## src/rtl/tmw_pkg.sv

```systemverilog
/*
 * Package for the 16-bit timer waveform block: register map, field
 * positions, reset values, mode codes and bus structs.
 * Assumes an AHB-Lite slave with 32-bit data and word registers.
 */
package tmw_pkg;

    // ------------------------------------------------------------------
    // Register byte offsets
    // ------------------------------------------------------------------
    localparam logic [7:0] TMW_OFS_CTRL = 8'h00;
    localparam logic [7:0] TMW_OFS_COUNT = 8'h04;
    localparam logic [7:0] TMW_OFS_CMPA = 8'h08;
    localparam logic [7:0] TMW_OFS_CMPB = 8'h0C;
    localparam logic [7:0] TMW_OFS_CAPT = 8'h10;
    localparam logic [7:0] TMW_OFS_FLAGS = 8'h14;
    localparam logic [7:0] TMW_OFS_FORCE = 8'h18;
    localparam logic [7:0] TMW_OFS_STATE = 8'h1C;

    // ------------------------------------------------------------------
    // Control field positions
    // ------------------------------------------------------------------
    localparam int TMW_CTRL_MODE_LSB = 0;
    localparam int TMW_CTRL_COMA_LSB = 4;
    localparam int TMW_CTRL_COMB_LSB = 6;
    localparam int TMW_CTRL_PRE_LSB = 8;
    localparam int TMW_CTRL_DIRA = 11;
    localparam int TMW_CTRL_DIRB = 12;

    // Flag bit positions.
    localparam int TMW_FLG_OVF = 0;
    localparam int TMW_FLG_CMPA = 1;
    localparam int TMW_FLG_CMPB = 2;
    localparam int TMW_FLG_CAPT = 3;

    // Force strobe bit positions.
    localparam int TMW_FRC_A = 0;
    localparam int TMW_FRC_B = 1;

    // ------------------------------------------------------------------
    // Values
    // ------------------------------------------------------------------
    localparam logic [15:0] TMW_RST_VALUE = 16'h0000;
    localparam logic [15:0] TMW_MAX = 16'hFFFF;
    localparam logic [15:0] TMW_TOP_8BIT = 16'h00FF;
    localparam logic [15:0] TMW_TOP_9BIT = 16'h01FF;
    localparam logic [15:0] TMW_TOP_10BIT = 16'h03FF;
    localparam logic [31:0] TMW_RDATA_ZERO = 32'h0000_0000;

    // Waveform mode select codes.
    localparam logic [3:0] TMW_MODE_NORMAL = 4'h0;
    localparam logic [3:0] TMW_MODE_CTC_A = 4'h4;
    localparam logic [3:0] TMW_MODE_FAST8 = 4'h5;
    localparam logic [3:0] TMW_MODE_FAST9 = 4'h6;
    localparam logic [3:0] TMW_MODE_FAST10 = 4'h7;
    localparam logic [3:0] TMW_MODE_CTC_C = 4'hC;
    localparam logic [3:0] TMW_MODE_FAST_C = 4'hE;
    localparam logic [3:0] TMW_MODE_FAST_A = 4'hF;

    // Compare output actions.
    typedef enum logic [1:0] {
        TMW_COM_OFF = 2'h0,
        TMW_COM_TOGGLE = 2'h1,
        TMW_COM_CLEAR = 2'h2,
        TMW_COM_SET = 2'h3
    } tmw_com_t;

    // Prescaler select codes and divider count masks.
    localparam logic [2:0] TMW_PRE_STOP = 3'h0;
    localparam logic [2:0] TMW_PRE_1 = 3'h1;
    localparam logic [2:0] TMW_PRE_8 = 3'h2;
    localparam logic [2:0] TMW_PRE_64 = 3'h3;
    localparam logic [2:0] TMW_PRE_256 = 3'h4;
    localparam logic [2:0] TMW_PRE_1024 = 3'h5;
    localparam logic [9:0] TMW_DIV_8 = 10'h007;
    localparam logic [9:0] TMW_DIV_64 = 10'h03F;
    localparam logic [9:0] TMW_DIV_256 = 10'h0FF;
    localparam logic [9:0] TMW_DIV_1024 = 10'h3FF;

    // AHB transfer type.
    localparam logic [1:0] TMW_HTRANS_NONSEQ = 2'h2;

    // Bus request fields that travel together.
    typedef struct packed {
        logic [31:0] haddr;
        logic [1:0] htrans;
        logic hwrite;
        logic [2:0] hsize;
        logic hsel;
        logic hready;
    } tmw_ahb_req_t;

    // Compare output state of both channels.
    typedef struct packed {
        logic b;
        logic a;
    } tmw_oc_t;

endpackage : tmw_pkg

```

## src/rtl/tmw_timer.sv

```systemverilog
/*
 * Timer waveform block: 16-bit counter with normal, clear-on-match and
 * fast pulse-width modes, two compare channels, prescaler and AHB-Lite
 * register slave.
 * Assumes a single 50 MHz clock and a synchronous active-high reset.
 */
// Implementation choices: the AHB-Lite slave port and the register offsets.
`timescale 1ns/1ps

module tmw_timer
    import tmw_pkg::*;
(
    input wire logic CORE_CLK,
    input wire logic RST,
    input wire logic HSEL,
    input wire logic [31:0] HADDR,
    input wire logic [1:0] HTRANS,
    input wire logic HWRITE,
    input wire logic [2:0] HSIZE,
    input wire logic HREADY,
    input wire logic [31:0] HWDATA,
    output logic [31:0] HRDATA,
    output logic HREADYOUT,
    output logic HRESP,
    input wire logic [1:0] PORT_OUT,
    output logic [1:0] PIN_OUT,
    output logic [1:0] PIN_OE
);

    // ------------------------------------------------------------------
    // Declarations
    // ------------------------------------------------------------------
    tmw_ahb_req_t req;
    logic [31:0] addr_q;
    logic wr_q;
    logic [31:0] rdata_q;
    logic [3:0] mode_q;
    logic [1:0] com_a_q;
    logic [1:0] com_b_q;
    logic [2:0] pre_q;
    logic dir_a_q;
    logic dir_b_q;
    logic [15:0] count_q;
    logic [15:0] cmpa_q;
    logic [15:0] cmpa_buf_q;
    logic [15:0] cmpb_q;
    logic [15:0] cmpb_buf_q;
    logic [15:0] capt_q;
    logic ovf_q;
    logic fa_q;
    logic fb_q;
    logic fc_q;
    logic block_q;
    tmw_oc_t oc_q;
    logic [9:0] pre_cnt_q;
    logic tick;
    logic wr_ctrl;
    logic wr_count;
    logic wr_cmpa;
    logic wr_cmpb;
    logic wr_capt;
    logic wr_flags;
    logic wr_force;
    logic fast;
    logic clear_on_match_mode;
    logic [15:0] top;
    logic at_top;
    logic at_max;
    logic match_a;
    logic match_b;
    logic [15:0] wmask;

    // Write data is applied in the data phase; matches act on ticks.
    function automatic logic apply_com(input logic [1:0] com,
                                       input logic cur);
        unique case (tmw_com_t'(com))
            TMW_COM_OFF: apply_com = cur;
            TMW_COM_TOGGLE: apply_com = ~cur;
            TMW_COM_CLEAR: apply_com = 1'b0;
            TMW_COM_SET: apply_com = 1'b1;
        endcase
    endfunction : apply_com

    // Fast-mode action on a compare match, inverted at top.
    function automatic logic fast_match(input logic [1:0] com,
                                        input logic cur);
        unique case (tmw_com_t'(com))
            TMW_COM_OFF: fast_match = cur;
            TMW_COM_TOGGLE: fast_match = cur;
            TMW_COM_CLEAR: fast_match = 1'b1;
            TMW_COM_SET: fast_match = 1'b0;
        endcase
    endfunction : fast_match

    // ------------------------------------------------------------------
    // Bus slave
    // ------------------------------------------------------------------
    // Collect the address phase signals into one carrier.
    assign req = '{haddr: HADDR, htrans: HTRANS, hwrite: HWRITE,
                   hsize: HSIZE, hsel: HSEL, hready: HREADY};
    assign HREADYOUT = 1'b1;
    assign HRESP = 1'b0;
    assign HRDATA = rdata_q;

    // Capture the address phase of each write.
    always_ff @(posedge CORE_CLK) begin
        if (RST) begin
            wr_q <= 1'b0;
            addr_q <= 32'h0000_0000;
        end else if (req.hready) begin
            wr_q <= req.hsel && req.htrans == TMW_HTRANS_NONSEQ &&
                    req.hwrite;
            addr_q <= req.haddr;
        end
    end

    // Decode the pending write in its data phase.
    always_comb begin
        wr_ctrl = wr_q && addr_q[7:0] == TMW_OFS_CTRL;
        wr_count = wr_q && addr_q[7:0] == TMW_OFS_COUNT;
        wr_cmpa = wr_q && addr_q[7:0] == TMW_OFS_CMPA;
        wr_cmpb = wr_q && addr_q[7:0] == TMW_OFS_CMPB;
        wr_capt = wr_q && addr_q[7:0] == TMW_OFS_CAPT;
        wr_flags = wr_q && addr_q[7:0] == TMW_OFS_FLAGS;
        wr_force = wr_q && addr_q[7:0] == TMW_OFS_FORCE;
    end

    // Read data is registered at the address phase; unmapped reads zero.
    always_ff @(posedge CORE_CLK) begin
        if (RST) begin
            rdata_q <= TMW_RDATA_ZERO;
        end else if (req.hready && req.hsel && !req.hwrite &&
                     req.htrans == TMW_HTRANS_NONSEQ) begin
            unique case (req.haddr[7:0])
                TMW_OFS_CTRL: rdata_q <= {19'h0, dir_b_q, dir_a_q, pre_q,
                                          com_b_q, com_a_q, mode_q};
                TMW_OFS_COUNT: rdata_q <= {16'h0, count_q};
                TMW_OFS_CMPA: rdata_q <= {16'h0, fast ? cmpa_buf_q : cmpa_q};
                TMW_OFS_CMPB: rdata_q <= {16'h0, fast ? cmpb_buf_q : cmpb_q};
                TMW_OFS_CAPT: rdata_q <= {16'h0, capt_q};
                TMW_OFS_FLAGS: rdata_q <= {28'h0, fc_q, fb_q, fa_q, ovf_q};
                TMW_OFS_STATE: rdata_q <= {30'h0, oc_q.b, oc_q.a};
                default: rdata_q <= TMW_RDATA_ZERO;
            endcase
        end
    end

    // Control register: mode, output actions, prescaler, directions.
    // The compare state consults the output mode only at a match, a top or a force write; the pin mux uses it at once.
    always_ff @(posedge CORE_CLK) begin
        if (RST) begin
            mode_q <= TMW_MODE_NORMAL;
            com_a_q <= 2'h0;
            com_b_q <= 2'h0;
            pre_q <= TMW_PRE_STOP;
            dir_a_q <= 1'b0;
            dir_b_q <= 1'b0;
        end else if (wr_ctrl) begin
            mode_q <= HWDATA[TMW_CTRL_MODE_LSB +: 4];
            com_a_q <= HWDATA[TMW_CTRL_COMA_LSB +: 2];
            com_b_q <= HWDATA[TMW_CTRL_COMB_LSB +: 2];
            pre_q <= HWDATA[TMW_CTRL_PRE_LSB +: 3];
            dir_a_q <= HWDATA[TMW_CTRL_DIRA];
            dir_b_q <= HWDATA[TMW_CTRL_DIRB];
        end
    end

    // ------------------------------------------------------------------
    // Prescaler
    // ------------------------------------------------------------------
    // Free-running divider; the tick is a one-cycle enable.
    always_ff @(posedge CORE_CLK) begin
        if (RST) begin
            pre_cnt_q <= 10'h000;
        end else begin
            pre_cnt_q <= pre_cnt_q + 10'h001;
        end
    end

    always_comb begin
        unique case (pre_q)
            TMW_PRE_1: tick = 1'b1;
            TMW_PRE_8: tick = (pre_cnt_q & TMW_DIV_8) == TMW_DIV_8;
            TMW_PRE_64: tick = (pre_cnt_q & TMW_DIV_64) == TMW_DIV_64;
            TMW_PRE_256: tick = (pre_cnt_q & TMW_DIV_256) == TMW_DIV_256;
            TMW_PRE_1024: tick = pre_cnt_q == TMW_DIV_1024;
            default: tick = 1'b0;
        endcase
    end

    // ------------------------------------------------------------------
    // Mode decode and compare
    // ------------------------------------------------------------------
    // Select top and resolution mask from the mode.
    always_comb begin
        fast = 1'b0;
        clear_on_match_mode = 1'b0;
        top = TMW_MAX;
        wmask = TMW_MAX;
        unique case (mode_q)
            TMW_MODE_CTC_A: begin clear_on_match_mode = 1'b1; top = cmpa_q; end
            TMW_MODE_CTC_C: begin clear_on_match_mode = 1'b1; top = capt_q; end
            TMW_MODE_FAST8: begin
                fast = 1'b1; top = TMW_TOP_8BIT; wmask = TMW_TOP_8BIT;
            end
            TMW_MODE_FAST9: begin
                fast = 1'b1; top = TMW_TOP_9BIT; wmask = TMW_TOP_9BIT;
            end
            TMW_MODE_FAST10: begin
                fast = 1'b1; top = TMW_TOP_10BIT; wmask = TMW_TOP_10BIT;
            end
            TMW_MODE_FAST_C: begin fast = 1'b1; top = capt_q; end
            TMW_MODE_FAST_A: begin fast = 1'b1; top = cmpa_q; end
            default: ;
        endcase
    end

    // Equality only, so a top below the count is missed.
    assign at_top = (clear_on_match_mode || fast) && count_q == top;
    assign at_max = count_q == TMW_MAX;
    assign match_a = !block_q && count_q == cmpa_q;
    assign match_b = !block_q && count_q == cmpb_q;

    // ------------------------------------------------------------------
    // Counter
    // ------------------------------------------------------------------
    // Count up on ticks; clear at top in clear-on-match and fast modes.
    always_ff @(posedge CORE_CLK) begin
        if (RST) begin
            count_q <= TMW_RST_VALUE;
        end else if (wr_count) begin
            count_q <= HWDATA[15:0];
        end else if (tick) begin
            if (at_top && !block_q) begin
                count_q <= TMW_RST_VALUE;
            end else begin
                count_q <= count_q + 16'h0001;
            end
        end
    end

    // A counter write blocks matches for the next timer cycle.
    always_ff @(posedge CORE_CLK) begin
        if (RST) begin
            block_q <= 1'b0;
        end else if (wr_count) begin
            block_q <= 1'b1;
        end else if (tick) begin
            block_q <= 1'b0;
        end
    end

    // ------------------------------------------------------------------
    // Compare and capture registers
    // ------------------------------------------------------------------
    // Direct in non-PWM modes, via buffer in fast modes.
    always_ff @(posedge CORE_CLK) begin
        if (RST) begin
            cmpa_q <= TMW_RST_VALUE;
            cmpa_buf_q <= TMW_RST_VALUE;
            cmpb_q <= TMW_RST_VALUE;
            cmpb_buf_q <= TMW_RST_VALUE;
        end else begin
            if (wr_cmpa) begin
                cmpa_buf_q <= HWDATA[15:0] & wmask;
            end
            if (wr_cmpb) begin
                cmpb_buf_q <= HWDATA[15:0] & wmask;
            end
            if (wr_cmpa && !fast) begin
                cmpa_q <= HWDATA[15:0] & wmask;
            end else if (fast && tick && at_top && !block_q) begin
                cmpa_q <= cmpa_buf_q;
            end
            if (wr_cmpb && !fast) begin
                cmpb_q <= HWDATA[15:0] & wmask;
            end else if (fast && tick && at_top && !block_q) begin
                cmpb_q <= cmpb_buf_q;
            end
        end
    end

    // Capture register is always unbuffered.
    always_ff @(posedge CORE_CLK) begin
        if (RST) begin
            capt_q <= TMW_RST_VALUE;
        end else if (wr_capt) begin
            capt_q <= HWDATA[15:0];
        end
    end

    // ------------------------------------------------------------------
    // Flags
    // ------------------------------------------------------------------
    // Flags clear by writing one; a hardware set wins over the clear.
    always_ff @(posedge CORE_CLK) begin
        if (RST) begin
            ovf_q <= 1'b0;
            fa_q <= 1'b0;
            fb_q <= 1'b0;
            fc_q <= 1'b0;
        end else begin
            if (tick && (fast ? at_top && !block_q : at_max)) begin
                ovf_q <= 1'b1;
            end else if (wr_flags && HWDATA[TMW_FLG_OVF]) begin
                ovf_q <= 1'b0;
            end
            if (tick && (match_a ||
                (at_top && !block_q && (mode_q == TMW_MODE_CTC_A ||
                                        mode_q == TMW_MODE_FAST_A)))) begin
                fa_q <= 1'b1;
            end else if (wr_flags && HWDATA[TMW_FLG_CMPA]) begin
                fa_q <= 1'b0;
            end
            if (tick && match_b) begin
                fb_q <= 1'b1;
            end else if (wr_flags && HWDATA[TMW_FLG_CMPB]) begin
                fb_q <= 1'b0;
            end
            if (tick && at_top && !block_q && (mode_q == TMW_MODE_CTC_C ||
                                               mode_q == TMW_MODE_FAST_C)) begin
                fc_q <= 1'b1;
            end else if (wr_flags && HWDATA[TMW_FLG_CAPT]) begin
                fc_q <= 1'b0;
            end
        end
    end

    // ------------------------------------------------------------------
    // Compare output state
    // ------------------------------------------------------------------
    // Match sets, clears or toggles; in fast modes top applies the opposite level.
    always_ff @(posedge CORE_CLK) begin
        if (RST) begin
            oc_q <= '0;
        end else if (!fast && wr_force) begin
            // Force touches only the outputs.
            if (HWDATA[TMW_FRC_A]) begin
                oc_q.a <= apply_com(com_a_q, oc_q.a);
            end
            if (HWDATA[TMW_FRC_B]) begin
                oc_q.b <= apply_com(com_b_q, oc_q.b);
            end
        end else if (tick) begin
            if (!fast) begin
                if (match_a) oc_q.a <= apply_com(com_a_q, oc_q.a);
                if (match_b) oc_q.b <= apply_com(com_b_q, oc_q.b);
            end else begin
                if (match_a && com_a_q == TMW_COM_TOGGLE &&
                    mode_q == TMW_MODE_FAST_A) begin
                    oc_q.a <= ~oc_q.a;
                end else if (at_top && !block_q &&
                             com_a_q[1] && count_q != cmpa_q) begin
                    oc_q.a <= com_a_q[0];
                end else if (match_a) begin
                    oc_q.a <= fast_match(com_a_q, oc_q.a);
                end
                if (at_top && !block_q && com_b_q[1] &&
                    count_q != cmpb_q) begin
                    oc_q.b <= com_b_q[0];
                end else if (match_b) begin
                    oc_q.b <= fast_match(com_b_q, oc_q.b);
                end
            end
        end
    end

    // Pins follow the compare state when the output action is not off; directions drive only the enables.
    always_comb begin
        PIN_OE = {dir_b_q, dir_a_q};
        PIN_OUT[0] = (com_a_q != 2'h0) ? oc_q.a : PORT_OUT[0];
        PIN_OUT[1] = (com_b_q != 2'h0) ? oc_q.b : PORT_OUT[1];
    end

endmodule : tmw_timer

```

## config.mk

```make
export PLATFORM = sky130hd
export DESIGN_NAME = tmw_timer
export DESIGN_NICKNAME = d
export VERILOG_FILES = /design/src/rtl/tmw_pkg.sv /design/src/rtl/tmw_timer.sv
export SDC_FILE = /design/constraint.sdc
export NUM_CORES = 1
export LEC_CHECK = 0
export BUFFER_PORTS_ARGS = -buffer_cell sky130_fd_sc_hd__buf_4
export CAP_MARGIN = 20
export CELL_PAD_IN_SITES_DETAIL_PLACEMENT = 0
export CELL_PAD_IN_SITES_GLOBAL_PLACEMENT = 1
export CORE_ASPECT_RATIO = 2
export CORE_UTILIZATION = 43
export CTS_CLUSTER_SIZE = 8
export DETAILED_ROUTE_END_ITERATION = 12
export HOLD_SLACK_MARGIN = 0.08
export PLACE_DENSITY_LB_ADDON = 0.1
export REMOVE_ABC_BUFFERS = 1
export SYNTH_ARGS = -nofsm -noshare
export SYNTH_HDL_FRONTEND = slang
export SYNTH_SLANG_ARGS = --single-unit
export TNS_END_PERCENT = 1
```

## constraint.sdc

```tcl
create_clock -name CORE_CLK -period 3.9 [get_ports CORE_CLK]
set_input_delay 0.39 -clock CORE_CLK [delete_from_list [all_inputs] [get_ports CORE_CLK]]
set_output_delay 0.39 -clock CORE_CLK [all_outputs]
set_load 0.02 [all_outputs]
```

==> results.toml, run 1 <==
[final_layout]
drive_above_1_share_pct = 12.98
fill_cells = 2082
nets = 1208
area.growth.synth_to_final_pct = 12.57
antennaDiodeCount = 0

[global_route]
grt_max_degree = 70
grt-ovfl-total = 0
antenna_found_initial = 0
grt_usage_pct = 31.76
grt_pass1_wl_um = 47490
first_global_vias = 7949

[power_and_ir_drop]
power_leakage_nw = 3.789
power_w = 0.003225
clockPowerShare_pct = 45.9
p_sw_w = 0.0007806
p_comb_share_pct = 5.6
pwr-share-seq_pct = 48.6
p_per_area_nw_per_um2 = 327.1
vdd_drop_max_mv = 0.3077
switching_share_pct = 24.21
power.internal_w = 0.002444

[die]
ios = 114
fp.dieW_um = 102.9
core_area_um2 = 19910
die_area_um2 = 20980
die_height_um = 203.8
rows = 73
initial_core_util_pct = 43.98

[place]
hpwlAfterDp_um = 23190
place_congestion = 0.9171
port_buffers = 52

[sta]
finalHoldViolCount = 0
worstMarginPinSlew_ns = 0.9234
rsz0062_at_grt = "false"
tns_ns = 0
max_freq_ghz = 0.2819
max-slew-margin-rel_pct = 38.44
finalSetupViolCount = 0
fin_crit_sh_pct = 90.96
period_needed_ns = 3.547
slew_viol_final = 0
fin_skew_ns = 0.006518

[min_path]
min_from = "HADDR[7]"
hold_path_class = "in -> reg"

[worst_setup_path]
regToRegSetupSlack_ns = 0.35
path_delay_family = "simple AND/OR/NAND/NOR gates"
cp.required_ns = 4.26
r2r-start = "mode_q[3]"
critical_path.startpoint = "mode_q[3]"
critPathSlowestCell = "dfxtp_1"
crit_path_end_kind = "flip-flop"
critical_path_arrival_ns = 3.91
crit_fanout = 28
cp_num_buf_inv = 1
path_cells = "or3_1, a21oi_1, or4b_1, o22ai_1, o22ai_2, nor4_4, nand3_1, buf_4, mux2i_1, a211oi_1"
critPathLaunchType = "flip-flop"
slowest_delay_ns = 0.56
path_class = "reg -> reg"

[clock_network]
clkSinkCount = 151
cts_root_buf = "clkbuf_16"
worstSkewPairLatency_ns = 0.45
cts_buffers = 17
clk_pin_slew_ns = 0.06
cts_setup_buffers = 0
holdBufCountCts = 0
cts_tree = "built"
cts.path.max_buffers = 2
htreeDepth = 4
post_cts_resized = 0

[synth]
yosys-top-cells-count = "nor2_1 (167), dfxtp_1 (151), a21oi_1 (110), nand2_1 (90), mux2i_1 (77)"
async_flop_share_pct = 0
yosysWarnings = 0
synth_top_area_share_pct = 34.52
synth_cells = 1115
synth_enable_flop_cells = 0
yosysMostFrequentCell = "nor2_1"
yosys_register_bits = 151
syn_avg_cell_area_um2 = 7.854
yosysSeqAreaShare_pct = 34.52
synth_area_leader_cell = "dfxtp_1"
yosysUniqueCellTypes = 79
synth_area_leaders = "dfxtp_1 (35%), mux2i_1 (8.8%), nor2_1 (7.2%)"
ys.flop_type = "dfxtp_1"
synth_area_um2 = 8757

[run_status]
status = "finished clean"

[route]
firstDrtPassIters = 6
wire_per_inst_um = 22.72
vias = 8273
drtIter0Drc = 466
drtAntennaViolNets = 0
post_drt_via_cell_ratio = 5.901
drc_errors = 0
wl_um = 31850

[job]
drv_cap = 0
==> registers in the layout, indices dropped and copies added (netlist names), 4 cells and up, named ones only <==
signal,flops
cmpa_q,16
pre_cnt_q,10
cmpa_buf_q,16
HRDATA,16
addr_q,8
mode_q,4
cmpb_q,16
count_q,16
cmpb_buf_q,16
capt_q,16
==> final timing paths <==
kind,to,depth (start not counted)
worst max-delay path,cmpa_q[15],10
worst min-delay path,addr_q[7],3
worst max register to register,cmpa_q[15],10
worst min register to register,pre_cnt_q[0],1
==> cell type report <==
cell class / count / area (um^2) / share of cell area [%]
clock inverter: 5 / 25.02 / 0.2538
clock buffer: 25 / 475.5 / 4.823
timing repair buffer: 95 / 745.7 / 7.564
multi-input combinational: 846 / 5194 / 52.68
tap: 262 / 327.8 / 3.325
inverter: 18 / 67.56 / 0.6854
sequential: 151 / 3023 / 30.66
==> power groups by stage <==
stage          Combinational, W  Sequential (W)  Clock, W
6_report               0.000179         0.00157   0.00148
5_1_grt                0.000190         0.00157   0.00156
4_1_cts                0.000178         0.00157   0.00151
3_5_place_dp           0.000178         0.00160         0
3_3_place_gp           0.000177         0.00160         0
2_1_floorplan         0.0000643         0.00160         0
==> stage by stage <==
step                      util (%)  instances  hold WS, ns  instance area, um^2  worst slack [ns]
after floorplan                  -       1015       0.4255                 8240            -1.434
after global placement       46.86       1371       0.4462                 9330            0.5001
after detailed placement     46.86       1371       0.4532                 9330            0.4488
after CTS                    49.37       1401       0.1685                 9831            0.3998
after global routing         49.51       1402       0.1883                 9858            0.1251
final                        49.51       1402       0.1853                 9858            0.3527
==> routing by layer <==
metal | track usage [%] | vias to the layer above | wire (um)
li1 | - | 3969 | -
met1 | 32.15 | 3917 | 11500
met2 | 55.79 | 284 | 16380
met3 | 5.062 | 103 | 1180
met4 | 25.60 | 0 | 2781
met5 | 0 | - | 0
==> worst register-to-register path, cell delays in order (launching register included) <==
cell and delay (ns):
dfxtp_1 0.56, or3_1 0.41, a21oi_1 0.18, or4b_1 0.52, o22ai_1 0.20, o22ai_2 0.19
nor4_4 0.51, nand3_1 0.14, buf_4 0.30, mux2i_1 0.21, a211oi_1 0.25
==> cell families (layout without fill, tap and decap cells) <==
group                    count (synthesis)  count (layout)  synth area share, %
AO/OA/AOI/OAI                          286             286                21.50
flip-flops                             151             151                34.52
other                                    2              18              0.08576
adder cells (fa/ha/maj)                  3               3               0.4287
buffers and inverters                  134             143                7.358
XOR/XNOR                                42              42                4.201
AND/OR/NAND/NOR                        418             418                22.85
multiplexers                            79              79                9.058
==> layout by cell type, fill, tap and decap left out, types with 24 or more instances in the layout <==
cell type,Yosys,layout
a211oi_1,30,30
a21oi_1,110,110
a221oi_1,24,24
buf_4,20,93
dfxtp_1,151,151
mux2i_1,77,77
nand2_1,90,90
nand3_1,24,24
nor2_1,167,165
nor3_1,28,25
o21ai_0,32,31
(Power assumes the default switching activity.)
==> run 2: changes to the inputs <==
--- a/config.mk
+++ b/config.mk
@@ -10,6 +10,7 @@
 export CELL_PAD_IN_SITES_DETAIL_PLACEMENT = 0
 export CELL_PAD_IN_SITES_GLOBAL_PLACEMENT = 1
 export CORE_ASPECT_RATIO = 2
+export CORE_MARGIN = 1.5
 export CORE_UTILIZATION = 43
 export CTS_CLUSTER_SIZE = 8
 export DETAILED_ROUTE_END_ITERATION = 12
==> run 2 against run 1 <==
Effect of this change: global-route usage is 1.6 points lower; register-to-register slack better by 0.04 ns; sequential share of layout area is 0.36 points lower; first-iteration DRC count is 1.1% higher; fmax is 1.1% higher; combinational power hardly changed; critical path type unchanged; largest cell class unchanged; largest power group is now clock.
==> results.toml, run 2 (same netlist as run 1, synthesis figures left out) <==
[run_status]
status = "finished clean"

[worst_setup_path]
reg2reg_depth = 10
regToRegSetupSlack_ns = 0.39
crit_fanout = 28
path_class = "reg -> reg"
critPathSlowestCell = "dfxtp_1"
crit_path_end_kind = "flip-flop"
path_cells = "or3_1, a21oi_1, or4b_1, o22ai_1, o22ai_2, nor4_4, nand3_1, buf_4, mux2i_1, a211oi_1"
path_delay_family = "simple AND/OR/NAND/NOR gates"
cp_num_buf_inv = 1
slowest_delay_ns = 0.61
critical_path_arrival_ns = 3.87
critPathLaunchType = "flip-flop"
r2r-start = "mode_q[1]"
r2r_end = "cmpa_q[6]"
cp.required_ns = 4.27

[sta]
max-slew-margin-rel_pct = 26.39
worstMarginPinSlew_ns = 1.104
finalSetupViolCount = 0
worst_hold_slack_ns = 0.1833
slew_viol_final = 0
rsz0062_at_grt = "false"
fin_skew_ns = 0.007195
finalHoldViolCount = 0
fin_crit_sh_pct = 89.93
period_needed_ns = 3.507
max_freq_ghz = 0.2851

[global_route]
grt_pass1_wl_um = 47500
grt_max_degree = 70
antenna_found_initial = 0
first_global_vias = 8053
grt_usage_pct = 30.14
grt-ovfl-total = 0

[min_path]
min_from = "HADDR[7]"
holdPathStages = 3
hold_path_class = "in -> reg"
hold-path-endpoint = "addr_q[7]"

[final_layout]
fin_util_pct = 50.09
area.growth.synth_to_final_pct = 13.90
instances_no_fill = 1398
mostFrequentLayoutCells = "nor2_1 (165), dfxtp_1 (151), a21oi_1 (110)"
final_common_cell = "nor2_1"
nets = 1202
drive_above_1_share_pct = 12.94
antennaDiodeCount = 0

[clock_network]
cts_setup_buffers = 0
holdBufCountCts = 0
cts_buffers = 17
cts_root_buf = "clkbuf_16"
cts.path.max_buffers = 2
cts_tree = "built"
clkSinkCount = 151
htreeDepth = 4
clk_pin_slew_ns = 0.06
post_cts_resized = 0
worstSkewPairLatency_ns = 0.45

[job]
drv_cap = 0

[route]
drtIter0Drc = 471
vias = 8264
drc_errors = 0
firstDrtPassIters = 5
wl_um = 31630
drtAntennaViolNets = 0
post_drt_via_cell_ratio = 5.911
wire_per_inst_um = 22.63

[power_and_ir_drop]
p_sw_w = 0.0008038
power.internal_w = 0.002877
power_leakage_nw = 3.835
p_per_area_nw_per_um2 = 369.0
vdd_drop_max_mv = 0.3637
switching_share_pct = 21.84
p_comb_share_pct = 4.8
clockPowerShare_pct = 52.6
pwr-share-seq_pct = 42.5

[place]
place_inst = 1366
place_congestion = 0.9642
port_buffers = 52
hpwlAfterDp_um = 22920

[die]
rows = 73
core_area_um2 = 19910
die_height_um = 204.8
fp.dieW_um = 103.9
ios = 114
die_area_um2 = 21280
initial_core_util_pct = 43.98
[run 2: power by group through the flow]
stage	logic, W	registers, W	clock network [W]
floorplan	0.0000643	0.00160	0
global placement	0.000177	0.00160	0
detailed placement	0.000177	0.00160	0
CTS	0.000178	0.00157	0.00196
global route	0.000189	0.00157	0.00202
finish	0.000177	0.00157	0.00194
[run 2: worst max path at each step]
stage,slack [ns],end,from,cells after the start
global route,0.23,count_q[11],mode_q[1],9
floorplan,-1.43,cmpa_q[10],mode_q[3],5
detailed placement,0.46,cmpb_q[6],mode_q[1],10
finish,0.39,cmpa_q[6],mode_q[1],10
global placement,0.52,count_q[8],mode_q[1],9
CTS,0.44,cmpb_q[1],mode_q[1],10
[run 2: layout make-up]
type                            count  area (um^2)
Timing Repair Buffer               89        680.7
Sequential cell                   151         3023
Fill cell                        2083         9937
Tap cell                          262        327.8
Clock inverter                      8        190.2
Multi-Input combinational cell    846         5194
Clock buffer                       24        491.7
Inverter                           18        67.56
[run 2: through the flow]
stage | setup WS [ns] | TNS, ns | total power (W) | instance area, um^2
final | 0.3926 | 0 | 0.003681 | 9975
after floorplan | -1.434 | -44.00 | 0.001664 | 8240
after global routing | 0.2253 | 0 | 0.003780 | 9975
after global placement | 0.5159 | 0 | 0.001777 | 9293
after CTS | 0.4367 | 0 | 0.003704 | 9975
after detailed placement | 0.4591 | 0 | 0.001777 | 9293
[run 2: layer usage]
metal / global-route usage (%) / vias up / routed length, um
li1: - / 3953 / -
met1: 30.19 / 3945 / 11470
met3: 5.282 / 104 / 1263
met4: 22.42 / 0 / 2577
met2: 55.23 / 262 / 16320
met5: 0 / - / 0
[run 2: worst min-delay path, stage by stage]
cell     delay [ns]
buf_4          0.08
mux2i_1        0.05
nor2_1         0.07
==> run 3: changes to the inputs <==
--- a/config.mk
+++ b/config.mk
@@ -15,7 +15,7 @@
 export CTS_CLUSTER_SIZE = 8
 export DETAILED_ROUTE_END_ITERATION = 12
 export HOLD_SLACK_MARGIN = 0.08
-export PLACE_DENSITY_LB_ADDON = 0.1
+export PLACE_DENSITY_LB_ADDON = 0.2
 export REMOVE_ABC_BUFFERS = 1
 export SYNTH_ARGS = -nofsm -noshare
 export SYNTH_HDL_FRONTEND = slang
==> constraint.sdc (replaced) <==
create_clock -name CORE_CLK -period 3.9 [get_ports CORE_CLK]
set_input_delay 0.585 -clock CORE_CLK [delete_from_list [all_inputs] [get_ports CORE_CLK]]
set_output_delay 0.585 -clock CORE_CLK [all_outputs]
set_load 0.02 [all_outputs]
==> run 3 against run 2 <==
Effect of this change: routed wire length increased by 1.2%; clock skew is essentially flat; core utilization down 0.28 points; sequential power about the same; worst setup slack worse by 0.042 ns; final area is 0.56% lower; critical path type unchanged.
==> results.toml, run 3 (same netlist as run 1, synthesis figures left out) <==
[power_and_ir_drop]
p_per_area_nw_per_um2 = 344.2
vdd_drop_max_mv = 0.2885
p_comb_share_pct = 5.3
switching_share_pct = 23.43
clockPowerShare_pct = 48.9
p_sw_w = 0.0007999
power_w = 0.003414
power.internal_w = 0.002614
power_leakage_nw = 3.825
pwr-share-seq_pct = 45.9

[global_route]
grt_pass1_wl_um = 48330
grt_usage_pct = 30.73
grt_max_degree = 74
first_global_vias = 8098
grt-ovfl-total = 0
antenna_found_initial = 0

[sta]
slew_viol_final = 0
max_freq_ghz = 0.2817
worstMarginPinSlew_ns = 1.157
finalSetupViolCount = 0
fin_ws_ns = 0.3506
fin_skew_ns = 0.006789
max-slew-margin-rel_pct = 22.84
rsz0062_at_grt = "false"
period_needed_ns = 3.549
finalHoldViolCount = 0
tns_ns = 0
fin_crit_sh_pct = 91.01

[final_layout]
instances_no_fill = 1404
drive_above_1_share_pct = 13.49
antennaDiodeCount = 0
final_common_cell = "nor2_1"
area.growth.synth_to_final_pct = 13.26
fin_area_um2 = 9918
mostFrequentLayoutCells = "nor2_1 (165), dfxtp_1 (150), a21oi_1 (110)"
nets = 1208

[die]
die_area_um2 = 21280
die_height_um = 204.8
fp.dieW_um = 103.9
rows = 73
initial_core_util_pct = 43.98
core_area_um2 = 19910
ios = 114

[clock_network]
clk_pin_slew_ns = 0.06
clkSinkCount = 151
htreeDepth = 4
cts_root_buf = "clkbuf_16"
cts_tree = "built"
worstSkewPairLatency_ns = 0.45
cts_buffers = 17
cts.path.max_buffers = 2
holdBufCountCts = 0

[route]
drtAntennaViolNets = 0
drc_errors = 0
wire_per_inst_um = 22.80
vias = 8382
firstDrtPassIters = 5
wl_um = 32010
post_drt_via_cell_ratio = 5.970
drtIter0Drc = 521

[place]
place_inst = 1372
place_ws_ns = 0.2954
port_buffers = 52
dpl-instance-area_um2 = 9331
place_congestion = 0.9407
hpwlAfterDp_um = 23190

[worst_setup_path]
r2r-start = "mode_q[0]"
crit_path_end_kind = "flip-flop"
critical_path_arrival_ns = 3.91
critPathLaunchType = "flip-flop"
crit_fanout = 28
critical_path.startpoint = "mode_q[0]"
cp.required_ns = 4.26
path_class = "reg -> reg"

[run_status]
status = "finished clean"

[min_path]
hold_path_class = "in -> reg"
min_from = "HADDR[1]"

[job]
drv_cap = 0
run 3: changes by cell type in the layout (fill, tap and decap cells not counted):
| cell | delta |
|---|---|
| buf_4 | +6 |
| bufinv_16 | -4 |
| clkbuf_1 | -1 |
| clkinv_2 | +4 |
| clkinvlp_4 | +1 |
| dfxtp_1 | -1 |
| dfxtp_2 | +1 |
| nor4_1 | +1 |
| nor4_2 | -1 |
run 3: cell type report:
class / count / area [um^2]
Multi-Input combinational cell: 846 / 5187
Tap cell: 262 / 327.8
Inverter: 18 / 67.56
Clock buffer: 23 / 488.0
Sequential cell: 151 / 3024
Clock inverter: 9 / 97.59
Fill cell: 2066 / 9993
Timing Repair Buffer: 95 / 725.7
run 3: path summary, 6_finish.rpt:
check / slack [ns] / to / cells after the start
min reg2reg: 0.47 / wr_q / 2
min: 0.38 / addr_q[1] / 3
max: 0.35 / cmpb_q[8] / 10
max reg2reg: 0.35 / cmpb_q[8] / 10
run 3: timing repair:
item | 4_1_cts | 5_1_grt
setup buffers | 0 | 0
gates resized for setup | 0 | 1
endpoints found under the setup margin | 0 | 1
run 3: power groups by stage:
stage               Combinational (W)  Sequential [W]  Clock [W]
CTS                          0.000178         0.00157    0.00170
detailed placement           0.000178         0.00160          0
floorplan                   0.0000643         0.00160          0
global placement             0.000177         0.00160          0
finish                       0.000179         0.00157    0.00167
global route                 0.000192         0.00157    0.00176
run 3: per-stage QoR:
step	util [%]	hold slack, ns
2_1_floorplan	-	0.4255
4_1_cts	49.81	0.3634
5_1_grt	49.81	0.3717
3_3_place_gp	46.86	0.4469
6_report	49.81	0.3815
3_5_place_dp	46.86	0.4561
run 3: per-layer routing:
layer | routed length (um) | global-route usage, %
met1 | 11450 | 30.93
met5 | 0 | 0
met4 | 2937 | 26.59
met3 | 1364 | 4.932
met2 | 16260 | 54.71
run 3: worst max-delay path, stage by stage (launching register included):
cell	delay [ns]
dfxtp_2	0.40
or3_1	0.56
a21oi_1	0.32
nor2_1	0.09
nor4_1	0.43
o22ai_2	0.22
nor4_4	0.54
nand3_1	0.13
buf_4	0.30
mux2i_1	0.18
a211oi_1	0.26
